===== src/logic/cic_map.vh =====
// Address map, command codes, function and trigger mode codes and timing counts for the counter channel block.
`ifndef CIC_MAP_VH
`define CIC_MAP_VH
`define CIC_NCH          5
`define CIC_OFF_CMD      8'h00
`define CIC_OFF_STATUS   8'h04
`define CIC_OFF_SAMPLE   8'h08
`define CIC_CH_BASE_HI   4'h2
`define CIC_CH_LAST_HI   4'h6
`define CIC_SUB_MODE_SELECT_CMD     2'h0
`define CIC_SUB_TRIG     2'h1
`define CIC_SUB_LIMIT    2'h2
`define CIC_SUB_RESULT   2'h3
`define CIC_CMD_ALLOW    4'h1
`define CIC_CMD_BLOCK    4'h2
`define CIC_CMD_CLEAR    4'h3
`define CIC_CMD_SERVICE  4'h4
`define CIC_CMD_FIRE     4'h5
`define CIC_CMD_SYSFIRE  4'h6
`define CIC_CMD_CODE_LSB 0
`define CIC_CMD_CH_LSB   8
`define CIC_FN_ACC       4'h0
`define CIC_FN_ACCW      4'h1
`define CIC_FN_BIDIR     4'h2
`define CIC_FN_BIDIRW    4'h3
`define CIC_FN_DIRG      4'h4
`define CIC_FN_DIRGW     4'h5
`define CIC_FN_QUOT      4'h6
`define CIC_FN_CYCLE     4'h7
`define CIC_FN_DCYCLE    4'h8
`define CIC_FN_FREQ      4'h9
`define CIC_MODE_SUSP    3'h0
`define CIC_MODE_OUTSIDE 3'h1
`define CIC_MODE_SHARED  3'h2
`define CIC_MODE_SHOT    3'h3
`define CIC_MODE_FREE    3'h4
`define CIC_MODE_SELECT_CMD_RST     4'h0
`define CIC_LIMIT_RST    16'h0001
`define CIC_SAMPLE_RST   16'h0001
`define CIC_CLK_HZ       125000000
`define CIC_GATE_MS      1000
`define CIC_GATE_CYC     ((`CIC_CLK_HZ / 1000) * `CIC_GATE_MS)
`define CIC_ST_PEND_LSB  0
`define CIC_ST_EN_LSB    8
`define CIC_ST_REQ_LSB   16
`define CIC_ST_CH_LSB    24
`define CIC_ST_ANY_BIT   27
`endif


===== src/logic/cic_counter_irq.v =====
// Five-channel counter with interrupt request, trigger selection and result fetch behind an AHB-Lite slave.
// Contract
// - Accumulate channels enable overflow interrupt independently.
// - Measuring channels enable reading-available interrupt independently.
// - Tally functions never raise any interrupt.
// - Pending requests served lowest channel first.
// - Serviced overflow clears and disables.
// - Serviced reading-available disables, stays until read.
// - Slot clear disables all channel interrupts.
// - Overflow at -1 to 0, limit-1 to 0.
// - Quotient done after limit B periods.
// - Cycle-time done after limit A periods.
// - Frequency done when measurement finishes.
// - Block command disables addressed channel only.
// - Configuration writes abort measurement, discard data.
// - Function change keeps trigger source.
// - Outside pulse triggers all outside-mode channels.
// - System pulse triggers all shared-mode channels.
// - One-shot fires addressed channel; frequency fires all one-shot-mode channels.
// - Suspended stops everything; power-on default.
// - Free-running starts at once, retriggers itself.
// - Fetch returns live tally or last result.
// - Fetching completed result clears reading-available request.
// - Plain tallies wrap as 32-bit two's complement.
`timescale 1ns/1ps
`include "cic_map.vh"
module cic_counter_irq #(
  parameter GATE_CYC = `CIC_GATE_CYC
) (
  // Clock and reset.
  input  wire        ref_clk,
  input  wire        rst,
  // AHB-Lite slave.
  input  wire        hsel,
  input  wire [31:0] haddr,
  input  wire [1:0]  htrans,
  input  wire        hwrite,
  input  wire [2:0]  hsize,
  input  wire [31:0] hwdata,
  input  wire        hready,
  output reg  [31:0] hrdata,
  output reg         hreadyout,
  output reg         hresp,
  // Channel inputs and trigger pins.
  input  wire [4:0]  chan_a,
  input  wire [4:0]  chan_b,
  input  wire        terminal_trigger_input,
  input  wire        mainframe_trigger_in,
  // Interrupt request toward the mainframe.
  output reg         irq_request,
  output reg  [2:0]  irq_channel
);
  localparam [31:0] GATE_LAST = GATE_CYC - 1;

  // Pin synchronisers: stage one feeds stage two only, stage three gives edges.
  reg  [11:0] sync1_reg;
  reg  [11:0] sync2_reg;
  reg  [11:0] sync3_reg;
  // Stage three exists only for edge detection; pins idle low, so leaving reset gives no false edge.
  wire [11:0] edge_v = sync2_reg & ~sync3_reg;
  wire [4:0]  a_edge = edge_v[4:0];
  wire [4:0]  b_edge = edge_v[9:5];
  wire [4:0]  b_lvl  = sync2_reg[9:5];
  always @(posedge ref_clk or posedge rst) begin
    if (rst) begin
      sync1_reg <= 12'h000;
      sync2_reg <= 12'h000;
      sync3_reg <= 12'h000;
    end else begin
      sync1_reg <= {mainframe_trigger_in, terminal_trigger_input, chan_b, chan_a};
      sync2_reg <= sync1_reg;
      sync3_reg <= sync2_reg;
    end
  end

  // Bus address phase capture; the slave never inserts wait states.
  wire       take    = hsel & htrans[1] & hready;
  wire [7:0] ra      = haddr[7:0];
  // Only the write flag and address are kept; hwdata is read live in the data phase.
  reg        wr_reg;
  reg  [7:0] wa_reg;
  reg  [15:0] sample_reg;
  always @(posedge ref_clk or posedge rst) begin
    if (rst) begin
      wr_reg    <= 1'b0;
      wa_reg    <= 8'h00;
      hreadyout <= 1'b0;
      hresp     <= 1'b0;
    end else begin
      wr_reg    <= take & hwrite;
      wa_reg    <= ra;
      hreadyout <= 1'b1;
      hresp     <= 1'b0;
    end
  end

  // Data-phase write strobes.
  wire       ch_wr   = wr_reg && wa_reg[7:4] >= `CIC_CH_BASE_HI && wa_reg[7:4] <= `CIC_CH_LAST_HI;
  wire [3:0] wch     = wa_reg[7:4] - `CIC_CH_BASE_HI;
  wire       cmd_wr  = wr_reg && wa_reg == `CIC_OFF_CMD;
  wire       samp_wr = wr_reg && wa_reg == `CIC_OFF_SAMPLE;
  wire [3:0] cmd     = hwdata[`CIC_CMD_CODE_LSB +: 4];
  wire [2:0] cch     = hwdata[`CIC_CMD_CH_LSB +: 3];
  // The system pin and the software system trigger share one path to the shared-mode channels.
  wire       sys_fire = edge_v[11] | (cmd_wr && cmd == `CIC_CMD_SYSFIRE);
  wire       out_fire = edge_v[10];

  // Sample interval is shared by all channels; changing it aborts every channel.
  always @(posedge ref_clk or posedge rst) begin
    if (rst) begin
      sample_reg <= `CIC_SAMPLE_RST;
    end else if (samp_wr) begin
      sample_reg <= hwdata[15:0];
    end
  end

  // Per-channel views collected from the generate loop.
  wire [4:0]   pend_v;
  wire [4:0]   en_v;
  wire [4:0]   req_v;
  wire [19:0]  fn_v;
  wire [159:0] rd_v;

  // Lowest presented channel wins service.
  reg [2:0] low_idx;
  reg       low_any;
  integer   k;
  always @* begin
    low_idx = 3'h0;
    low_any = 1'b0;
    for (k = `CIC_NCH - 1; k >= 0; k = k - 1) begin
      if (req_v[k]) begin
        low_idx = k[2:0];
        low_any = 1'b1;
      end
    end
  end
  // Service is ignored when nothing is presented.
  wire svc_cmd = cmd_wr && cmd == `CIC_CMD_SERVICE && low_any;
  // A one-shot fire on a frequency channel fires every channel in one-shot mode together.
  wire fire_cmd = cmd_wr && cmd == `CIC_CMD_FIRE && cch < `CIC_NCH;
  wire fire_all = fire_cmd && fn_v[cch * 4 +: 4] == `CIC_FN_FREQ;

  genvar i;
  generate
    for (i = 0; i < `CIC_NCH; i = i + 1) begin : g_ch
      reg  [3:0]  fn_reg;
      reg  [2:0]  mode_reg;
      reg  [15:0] lim_reg;
      reg  [31:0] cnt_reg;
      reg  [31:0] res_reg;
      reg  [15:0] per_reg;
      reg  [31:0] gate_reg;
      reg         run_reg;
      reg         en_reg;
      reg         pend_reg;
      reg         svcd_reg;

      // Register write strobes for this channel.
      wire        sel_w    = ch_wr && wch == i;
      wire        fn_wr    = sel_w && wa_reg[3:2] == `CIC_SUB_MODE_SELECT_CMD;
      wire        mode_wr  = sel_w && wa_reg[3:2] == `CIC_SUB_TRIG;
      wire        lim_wr   = sel_w && wa_reg[3:2] == `CIC_SUB_LIMIT;
      wire        pre_wr   = sel_w && wa_reg[3:2] == `CIC_SUB_RESULT;
      wire        abort    = fn_wr | mode_wr | lim_wr | pre_wr | samp_wr;
      // Function classes: tallies never interrupt, measuring functions report on completion.
      wire        tally    = fn_reg >= `CIC_FN_BIDIR && fn_reg <= `CIC_FN_DIRGW;
      wire        cmpl     = fn_reg >= `CIC_FN_QUOT;
      wire        is_ovf   = fn_reg == `CIC_FN_ACC || fn_reg == `CIC_FN_ACCW;
      // A limit of zero is not guarded: the wrap point then becomes ffff.
      wire [15:0] lim_m1   = lim_reg - 16'h0001;
      wire [2:0]  new_mode = mode_wr ? hwdata[2:0] : mode_reg;
      wire        at_top   = cnt_reg[15:0] == lim_m1;
      wire        last_per = per_reg == lim_m1;
      // Service reaches the lowest presented channel only; a fetch acts in its address phase.
      wire        my_hit   = svc_cmd && low_idx == i;
      wire        rd_res   = take && !hwrite && ra[7:4] == `CIC_CH_BASE_HI + i && ra[3:2] == `CIC_SUB_RESULT;
      // Triggers per mode; outside and shared pulses reach every channel in that mode at once.
      wire start = (mode_reg == `CIC_MODE_OUTSIDE && out_fire) |
                   (mode_reg == `CIC_MODE_SHARED && sys_fire) |
                   (mode_reg == `CIC_MODE_SHOT && (fire_all || (fire_cmd && cch == i)));
      // Overflow only on accumulate functions.
      wire ovf = run_reg && a_edge[i] && ((fn_reg == `CIC_FN_ACC && cnt_reg == 32'hffffffff) ||
                                          (fn_reg == `CIC_FN_ACCW && at_top));
      // Completion of a measuring function.
      wire done = run_reg && ((fn_reg == `CIC_FN_QUOT && b_edge[i] && last_per) ||
                              ((fn_reg == `CIC_FN_CYCLE || fn_reg == `CIC_FN_DCYCLE) &&
                               a_edge[i] && last_per) ||
                              (fn_reg == `CIC_FN_FREQ && gate_reg == GATE_LAST));
      // Tallies never request; only the event matching the function counts.
      wire evt = !tally && (is_ovf ? ovf : done);

      // Configuration; the trigger mode is left alone when the function changes.
      always @(posedge ref_clk or posedge rst) begin
        if (rst) begin
          fn_reg   <= `CIC_MODE_SELECT_CMD_RST;
          mode_reg <= `CIC_MODE_SUSP;
          lim_reg  <= `CIC_LIMIT_RST;
        end else begin
          if (fn_wr) begin
            fn_reg <= hwdata[3:0];
          end
          if (mode_wr) begin
            mode_reg <= hwdata[2:0];
          end
          if (lim_wr) begin
            lim_reg <= hwdata[15:0];
          end
        end
      end

      // Measurement datapath; an abort zeroes all partial data, except that a result write loads cnt_reg with the written word.
      always @(posedge ref_clk or posedge rst) begin
        if (rst) begin
          run_reg  <= 1'b0;
          cnt_reg  <= 32'h00000000;
          res_reg  <= 32'h00000000;
          per_reg  <= 16'h0000;
          gate_reg <= 32'h00000000;
        end else if (abort) begin
          run_reg  <= new_mode == `CIC_MODE_FREE;
          cnt_reg  <= pre_wr ? hwdata : 32'h00000000;
          res_reg  <= 32'h00000000;
          per_reg  <= 16'h0000;
          gate_reg <= 32'h00000000;
        end else if (mode_reg == `CIC_MODE_SUSP) begin
          run_reg <= 1'b0;
        end else if (done) begin
          res_reg  <= cnt_reg;
          run_reg  <= mode_reg == `CIC_MODE_FREE;
          cnt_reg  <= 32'h00000000;
          per_reg  <= 16'h0000;
          gate_reg <= 32'h00000000;
        end else if (start && cmpl) begin
          run_reg  <= 1'b1;
          cnt_reg  <= 32'h00000000;
          per_reg  <= 16'h0000;
          gate_reg <= 32'h00000000;
        end else if (start) begin
          run_reg <= 1'b1;
        end else if (run_reg) begin
          case (fn_reg)
            `CIC_FN_ACC: begin
              if (a_edge[i]) cnt_reg <= cnt_reg + 32'h00000001;
            end
            `CIC_FN_ACCW: begin
              if (a_edge[i]) cnt_reg <= at_top ? 32'h00000000 : cnt_reg + 32'h00000001;
            end
            `CIC_FN_BIDIR: begin
              if (a_edge[i] && !b_edge[i]) cnt_reg <= cnt_reg + 32'h00000001;
              if (b_edge[i] && !a_edge[i]) cnt_reg <= cnt_reg - 32'h00000001;
            end
            `CIC_FN_BIDIRW: begin
              if (a_edge[i] && !b_edge[i]) cnt_reg <= at_top ? 32'h00000000 : cnt_reg + 32'h00000001;
              if (b_edge[i] && !a_edge[i]) cnt_reg <= cnt_reg == 32'h00000000 ? {16'h0000, lim_m1} :
                                                      cnt_reg - 32'h00000001;
            end
            `CIC_FN_DIRG: begin
              if (a_edge[i]) cnt_reg <= b_lvl[i] ? cnt_reg - 32'h00000001 : cnt_reg + 32'h00000001;
            end
            `CIC_FN_DIRGW: begin
              if (a_edge[i] && !b_lvl[i]) cnt_reg <= at_top ? 32'h00000000 : cnt_reg + 32'h00000001;
              if (a_edge[i] && b_lvl[i]) cnt_reg <= cnt_reg == 32'h00000000 ? {16'h0000, lim_m1} :
                                                    cnt_reg - 32'h00000001;
            end
            // Measuring functions count into cnt_reg and periods into per_reg, frequency its gate into gate_reg, until done.
            `CIC_FN_QUOT: begin
              if (a_edge[i]) cnt_reg <= cnt_reg + 32'h00000001;
              if (b_edge[i]) per_reg <= per_reg + 16'h0001;
            end
            `CIC_FN_CYCLE: begin
              cnt_reg <= cnt_reg + 32'h00000001;
              if (a_edge[i]) per_reg <= per_reg + 16'h0001;
            end
            `CIC_FN_DCYCLE: begin
              // Only the final period survives: earlier periods restart the timer.
              cnt_reg <= a_edge[i] ? 32'h00000000 : cnt_reg + 32'h00000001;
              if (a_edge[i]) per_reg <= per_reg + 16'h0001;
            end
            `CIC_FN_FREQ: begin
              if (a_edge[i]) cnt_reg <= cnt_reg + 32'h00000001;
              gate_reg <= gate_reg + 32'h00000001;
            end
            default: begin
              run_reg <= 1'b0;
            end
          endcase
        end
      end

      // Interrupt enable, pending latch and serviced mark; a new event beats any clear.
      always @(posedge ref_clk or posedge rst) begin
        if (rst) begin
          en_reg   <= 1'b0;
          pend_reg <= 1'b0;
          svcd_reg <= 1'b0;
        end else begin
          // Every disabling command wins over an allow that arrives in the same cycle.
          if (cmd_wr && cmd == `CIC_CMD_CLEAR) begin
            en_reg <= 1'b0;
          end else if (cmd_wr && cmd == `CIC_CMD_BLOCK && cch == i) begin
            en_reg <= 1'b0;
          end else if (my_hit) begin
            en_reg <= 1'b0;
          end else if (cmd_wr && cmd == `CIC_CMD_ALLOW && cch == i && !tally) begin
            en_reg <= 1'b1;
          end
          // A new event beats the service and fetch clears in the same cycle.
          if (evt && en_reg) begin
            pend_reg <= 1'b1;
            svcd_reg <= 1'b0;
          end else if (my_hit && is_ovf) begin
            pend_reg <= 1'b0;
            svcd_reg <= 1'b0;
          end else if (rd_res && cmpl) begin
            pend_reg <= 1'b0;
            svcd_reg <= 1'b0;
          end else if (my_hit) begin
            svcd_reg <= 1'b1;
          end
        end
      end

      assign pend_v[i] = pend_reg;
      assign en_v[i]   = en_reg;
      assign req_v[i]  = pend_reg & ~svcd_reg;
      assign fn_v[i * 4 +: 4] = fn_reg;
      // Read view: live count for counting functions, last completed result otherwise.
      assign rd_v[i * 32 +: 32] = ra[3:2] == `CIC_SUB_MODE_SELECT_CMD  ? {28'h0000000, fn_reg} :
                                  ra[3:2] == `CIC_SUB_TRIG  ? {29'h00000000, mode_reg} :
                                  ra[3:2] == `CIC_SUB_LIMIT ? {16'h0000, lim_reg} :
                                  (cmpl ? res_reg : cnt_reg);
    end
  endgenerate

  // Read mux in the address phase so data stand from a flip-flop in the data phase.
  wire [3:0]  rch    = ra[7:4] - `CIC_CH_BASE_HI;
  wire        rch_ok = ra[7:4] >= `CIC_CH_BASE_HI && ra[7:4] <= `CIC_CH_LAST_HI;
  reg  [31:0] rd_next;
  always @* begin
    rd_next = 32'h00000000;
    // Status mirrors the priority encoder that drives the request outputs.
    if (ra == `CIC_OFF_STATUS) begin
      rd_next[`CIC_ST_PEND_LSB +: 5] = pend_v;
      rd_next[`CIC_ST_EN_LSB +: 5]   = en_v;
      rd_next[`CIC_ST_REQ_LSB +: 5]  = req_v;
      rd_next[`CIC_ST_CH_LSB +: 3]   = low_idx;
      rd_next[`CIC_ST_ANY_BIT]       = low_any;
    end else if (ra == `CIC_OFF_SAMPLE) begin
      rd_next = {16'h0000, sample_reg};
    end else if (rch_ok) begin
      rd_next = rd_v[rch[2:0] * 32 +: 32];
    end
  end

  // Registered read data and interrupt request outputs.
  always @(posedge ref_clk or posedge rst) begin
    if (rst) begin
      hrdata      <= 32'h00000000;
      irq_request <= 1'b0;
      irq_channel <= 3'h0;
    end else begin
      if (take && !hwrite) begin
        hrdata <= rd_next;
      end
      // The request outputs lag the encoder by one clock so that they come from flip-flops.
      irq_request <= low_any;
      irq_channel <= low_idx;
    end
  end
endmodule


===== config.mk =====
export PLATFORM = sky130hd
export DESIGN_NAME = cic_counter_irq
export DESIGN_NICKNAME = d
export VERILOG_FILES = /design/src/logic/cic_counter_irq.v
export VERILOG_INCLUDE_DIRS = /design/src /design/src/logic
export SDC_FILE = /design/constraint.sdc
export NUM_CORES = 2
export LEC_CHECK = 0
export BUFFER_PORTS_ARGS = -buffer_cell sky130_fd_sc_hd__buf_2
export CORE_MARGIN = 1
export CORE_UTILIZATION = 42
export CTS_CLUSTER_SIZE = 12
export DETAILED_ROUTE_END_ITERATION = 7
export PLACE_DENSITY_LB_ADDON = 0.25
export SLEW_MARGIN = 5
export SYNTH_ARGS = -nofsm -noshare
export SYNTH_HDL_FRONTEND = slang
export SYNTH_SLANG_ARGS = --single-unit

===== constraint.sdc =====
create_clock -name ref_clk -period 24.3 [get_ports ref_clk]
set_clock_uncertainty 0.2 [all_clocks]
set_input_delay 0 -clock ref_clk [delete_from_list [all_inputs] [get_ports ref_clk]]
set_output_delay 0 -clock ref_clk [all_outputs]
set_load 0.05 [all_outputs]

; ---- Yosys cells after proc, flatten, opt, wreduce, memory -nomap -nowiden
; Cells that the tools add are included.
[totals]
regBits = 793
output_inout_bits = 38
word_cells = 1010
[classes]
add_sub_neg = 27
order_cmp = 20
eq_ne = 173
n_shift = 2
mux = 340
bitwise = 46
reduce_logical = 337
[op_table]
columns = operator, n
row1 = 2-to-1 mux 32 bit, 172
row2 = one-hot mux 32 bit (8 select lines), 5
row3 = 2-to-1 mux 16 bit, 40
row4 = "adder 32 x 1 -> 32 bit, second input constant", 10
row5 = logical AND 1 bit, 190
row6 = equality test 16 bit, 10
row7 = "equality test 32 x 27 -> 1 bit, second input constant", 5
row8 = "equality test 32 bit, second input constant", 5
row9 = zero test 32 bit, 5
row10 = one-hot mux 16 bit (2 select lines), 5
row11 = indexed part select 160 x 9 -> 32 bit, 1
row12 = "subtractor 32 x 1 -> 32 bit, second input constant", 5
row13 = "equality test 4 x 3 -> 1 bit, second input constant", 27
row14 = 2-to-1 mux 1 bit, 100
row15 = "inequality test 6 bit, second input constant", 15
row16 = "adder 16 x 1 -> 16 bit, second input constant", 5
row17 = nonzero test 4 bit, 20
row18 = "subtractor 16 x 1 -> 16 bit, second input constant", 5
row19 = "equality test 4 x 2 -> 1 bit, second input constant", 16
row20 = nonzero test 11 bit, 5
row21 = "inequality test 5 x 1 -> 1 bit, second input constant", 10
row22 = "inequality test 5 x 4 -> 1 bit, second input constant", 10
row23 = AND reduction 10 bit, 5
row24 = OR reduction 10 bit, 5
row25 = 41 further kinds, 269

; ---- Longest topological paths before layout
[depth]
ltp_word = 13
ltp_mapped = 17
ltp_nobuf = 11

; ---- Worst setup path after synthesis
; No wires, ideal clock.
[synth_path]
kind = register to register
startpoint = register g_ch[2].lim_reg[0]
endpoint = register g_ch[2].cnt_reg[7]
setup_ps = 125
arrival_ps = 3840
required_ps = 23975
setup_slack_ps = 20135
stages_incl_launch_ff = 16
cell_sequence = dfstp_2 clkbuf_1 inv_1 ha_1 or4b_1 buf_2 or4_1 clkbuf_1 xor3_1 o2111ai_1 or4_4 o31a_1 buf_6 a221oi_2 o21ai_1 mux2_2
[synth_between]
elab_chain_cells = 12
[synth_lines]
columns = item, line_no
row1 = "start, declared", cic_counter_irq.v:149  ; reg [15:0] lim_reg;
row2 = "start signal, assigned", cic_counter_irq.v:198  ; lim_reg <= `CIC_LIMIT_RST;
row3 = "start signal, assigned", cic_counter_irq.v:207  ; lim_reg <= hwdata[15:0];
row4 = subtractor 16 x 1 -> 16 bit *, cic_counter_irq.v:171  ; wire [15:0] lim_m1 = lim_reg - 16'h0001;
row5 = equality test 16 bit, cic_counter_irq.v:173  ; wire at_top = cnt_reg[15:0] == lim_m1;
row6 = 2-to-1 mux 32 bit, "cic_counter_irq.v:247, cic_counter_irq.v:254, cic_counter_irq.v:262"
row7 = "2-to-1 mux 32 bit, on equally long branches", "cic_counter_irq.v:262, cic_counter_irq.v:254"
row8 = "2-to-1 mux 32 bit, on equally long branches", "cic_counter_irq.v:263, cic_counter_irq.v:255"
row9 = one-hot mux 32 bit (8 select lines), cic_counter_irq.v:242  ; case (fn_reg)
row10 = 2-to-1 mux 32 bit, cic_counter_irq.v:241  ; end else if (run_reg) begin
row11 = 2-to-1 mux 32 bit, cic_counter_irq.v:239  ; end else if (start) begin
row12 = 2-to-1 mux 32 bit, cic_counter_irq.v:234  ; end else if (start && cmpl) begin
row13 = 2-to-1 mux 32 bit, cic_counter_irq.v:228  ; end else if (done) begin
row14 = 2-to-1 mux 32 bit, cic_counter_irq.v:226  ; end else if (mode_reg == `CIC_MODE_SUSP) begin
row15 = 2-to-1 mux 32 bit, cic_counter_irq.v:220  ; end else if (abort) begin
row16 = "end signal, assigned", cic_counter_irq.v:222  ; cnt_reg <= pre_wr ? hwdata : 32'h00000000;
row17 = "end signal, assigned", cic_counter_irq.v:244  ; if (a_edge[i]) cnt_reg <= cnt_reg + 32'h00000001;
row18 = "end signal, assigned", cic_counter_irq.v:247  ; if (a_edge[i]) cnt_reg <= at_top ? 32'h00000000 : cnt_reg + 32'h00000001;
row19 = "end, declared", cic_counter_irq.v:150  ; reg [31:0] cnt_reg;
; Every way passes the cells marked *; elsewhere a longest branch is shown, timed or not. The select of a mux whose other input is x is not followed.
; A chain may end at the register's enable or synchronous reset.

; ---- Final worst setup path
[layout_path]
startpoint = register g_ch[0].lim_reg[1]
endpoint = register g_ch[0].cnt_reg[26]
[layout_between]
elab_chain_cells = 12
[layout_lines]
columns = item, line_no
row1 = "start, declared", cic_counter_irq.v:149
row2 = "start signal, assigned", cic_counter_irq.v:198
row3 = "start signal, assigned", cic_counter_irq.v:207
row4 = subtractor 16 x 1 -> 16 bit *, cic_counter_irq.v:171
row5 = equality test 16 bit, cic_counter_irq.v:173
row6 = 2-to-1 mux 32 bit, "cic_counter_irq.v:247, cic_counter_irq.v:254, cic_counter_irq.v:262"
row7 = "2-to-1 mux 32 bit, on equally long branches", "cic_counter_irq.v:262, cic_counter_irq.v:254"
row8 = "2-to-1 mux 32 bit, on equally long branches", "cic_counter_irq.v:263, cic_counter_irq.v:255"
row9 = one-hot mux 32 bit (8 select lines), cic_counter_irq.v:242
row10 = 2-to-1 mux 32 bit, cic_counter_irq.v:241
row11 = 2-to-1 mux 32 bit, cic_counter_irq.v:239
row12 = 2-to-1 mux 32 bit, cic_counter_irq.v:234
row13 = 2-to-1 mux 32 bit, cic_counter_irq.v:228
row14 = 2-to-1 mux 32 bit, cic_counter_irq.v:226
row15 = 2-to-1 mux 32 bit, cic_counter_irq.v:220
row16 = "end signal, assigned", cic_counter_irq.v:222
row17 = "end signal, assigned", cic_counter_irq.v:244
row18 = "end signal, assigned", cic_counter_irq.v:247
row19 = "end, declared", cic_counter_irq.v:150
; Marks and branches as above.

==> summary.txt <==
Worst Setup Slack, final: 18610 ps
Min-Delay Startpoint: hsel
Max Cap Viol: 0
CP delay by family, top: simple AND/OR/NAND/NOR gates
Hold Path Stages: 4
Buf/Inv on CP: 1
Final number of setup-violating endpoints: 0
Syn-to-layout area delta: 9.873%
Post-synth EDFFs: 0
Crit path max-delay cell type: nor4b_2
Initial Util: 42.44%
HPWL Detailed: 157800 um
Final RePlAce weighted congestion: 1.016
Global-route met3 utilization: 8.686%
Final Util: 46.63%
Gr ovfl total: 0
Critical Path Fanout Max: 32
CP max stage delay: 860 ps
Initial antenna violation count: 20
WHS Endpoint: wr_reg
Drt via density: 6.621
Cells after Synth: 6988
Routed WL per cell: 26.55 um
Commonest non-fill, non-tap cell in the layout: nand2_1
Relative slew margins: 4.285%
Period utilisation layout: 23.41%
Most Used Layer, Global Route: met2
Worst VDD drop: 0.00005849 V
DRC viols: 0
Slew Limit Fails: 0
Num rows: 135
Hold Crit Class: in2reg
Placed instance area: 59050 um2
Post-CTS Repair Setup Buffers: 0
Final Hold Violating Endpoints: 0
Reg area: 19850 um2
Post-synth cell types: 111
Reg clk slew, reported paths: 60 ps
Routing usage on met1: 44.99%
Critical-path cell list: inv_1 -> ha_1 -> nor4b_2 -> nand4_1 -> xor2_1 -> xnor2_1 -> nand4_1 -> o31ai_4 -> or2_2 -> o21a_1 -> mux2_2
1st-iter DRT viols: 7915
Seq/Total Area, Yosys: 34.49%
Die H: 372.2 um
CP most frequent cell: nand4_1
Wire length of the first global-routing pass: 342400 um
Largest net degree at the start of global routing: 155
Initial DRT Pass Iterations: 8
Root Driver: clkbuf_16
Clk Latency, worst-skew pair: 750 ps
Clock Tree Buf Depth: 3
Die ar.: 138500 um2
Top Ports: 124
Die width: 372.2 um
WP data required: 24720 ps
Final instance area: 63250 um2
# H-tree levels: 3
IO Port Bufs: 94
Via Count: 57260
Setup slack, reg-to-reg: 18610 ps
CTS tree: done
Footprint of the multi-input gates: 34960 um2
WS Path Type: reg2reg
Actual slew at the worst max-slew pin: 1433 ps
Pwr dens: 65.72 nW/um2
Post-place setup slack: 18770 ps
Tmin final: 5689 ps
Mean post-synth cell area: 8.237 um2
Post-DRT Antenna Nets: 0
Critical R2R Launch: g_ch[0].lim_reg[1]
Top_reg_cell synth: dfrtp_1
Final net count: 6890
FF-to-FF path depth: 11
Yosys warns: 0
GRT Resource Usage Total: 32.45%
TritonCTS Sinks: 793
Resize count post-CTS: 0
Synth Cell Area: 57560 um2
Core area: 135600 um2
TritonCTS buffer count: 97
Fin Setup TNS: 0 ps
Startpoint Class: flip-flop
Status: finished clean
WL final: 229600 um
Vias in the first global route: 52040
Async S/R FF share, synth: 100.0%
Synthesized Nets: 7107
Fmax: 0.1758 GHz
Leakage: 0.02527 uW
Unrepaired setup endpoints after global routing: false
Share of layout cells above drive strength 1: 10.52%
Post-synthesis register bit count: 793
Fillers: 13170
Design Power: 4156 uW
Crit end category: flip-flop
Reg2reg end: g_ch[0].cnt_reg[26]
Routing usage on met2: 46.36%
Critical path arrival: 6110 ps
Most frequent cells in the layout: nand2_1 (806), dfrtp_1 (787), o21ai_0 (489)
area by class of cell:
type / count / share of cell area (%)
clock buffer: 134 / 4.360
multi-input combinational: 5430 / 55.28
timing repair buffer: 292 / 3.411
tap: 1781 / 3.523
antenna: 13 / 0.05144
clock inverter: 48 / 1.041
inverter: 157 / 0.9437
sequential: 793 / 31.39
metal layers:
metal	vias to the layer above	routed length (um)
met5	-	112
met4	16	12430
met3	589	24940
met2	3123	95930
met1	28140	96200
li1	25390	-
cell families (layout without fill, tap and decap cells):
logic type	count (synthesis)	count (layout)	share of synthesized area [%]
xor gates and xnor gates	286	286	5.008
buffers and inverters	765	631	5.191
DFF	793	793	34.49
muxes	375	375	7.427
other	2	15	0.01305
adders and majority gates	33	33	0.7173
and+or+nand+nor	2813	2813	24.83
AOI/OAI and AO/OA	1921	1921	22.32
metrics by stage:
stage	instances	hold slack (ps)
CTS	8635	26.48
global route	8636	97.83
finish	8648	80.89
detailed placement	8379	-90.32
floorplan	6988	-168.6
global placement	8379	-91.53
worst min-delay path, cell delays in order:
cell,delay [ps]
buf_2,100
nand3_1,240
nor2_1,80
dlygate4sd3_1,560
where the power goes:
part | switching [uW] | total, uW | internal (uW) | leakage [uW]
clock network | 648 | 1580 | 927 | 0.00167
registers | 264 | 1670 | 1400 | 0.0104
logic | 547 | 913 | 366 | 0.0132
total | 1460 | 4160 | 2700 | 0.0253
cell usage after synthesis, types with 98 or more instances:
master	n	area share (%)
a31oi_1	105	1.1
nand2_1	806	5.3
xnor2_1	167	2.5
nor4_1	100	1.1
dfrtp_1	787	34
nor3_1	230	2.0
or3_1	110	1.2
mux2i_1	183	3.2
a22o_1	146	2.2
nor2_1	487	3.2
nand4_1	118	1.3
clkbuf_1	509	3.3
o21ai_0	489	4.3
a21oi_1	354	3.1
inv_1	157	1.0
nand3_1	295	2.6
and3_1	156	1.7
o22ai_1	98	1.1
mux2_2	166	3.2
worst max path at each step:
| stage | from | cells after the start | to |
|---|---|---|---|
| after floorplan | rst | 1 | g_ch[0].cnt_reg[0] |
| after global placement | g_ch[0].lim_reg[1] | 11 | g_ch[0].cnt_reg[26] |
| after detailed placement | g_ch[0].lim_reg[1] | 11 | g_ch[0].cnt_reg[26] |
| after CTS | g_ch[0].lim_reg[1] | 11 | g_ch[0].cnt_reg[26] |
| after global routing | g_ch[1].lim_reg[6] | 9 | g_ch[1].per_reg[13] |
| final | g_ch[0].lim_reg[1] | 11 | g_ch[0].cnt_reg[26] |
what timing repair did:
item | in CTS | in global routing
endpoints found under the setup margin | 0 | 0
hold buffers | 74 | 0
hold endpoints to repair | 458 | 0
(Power assumes the default switching activity.)
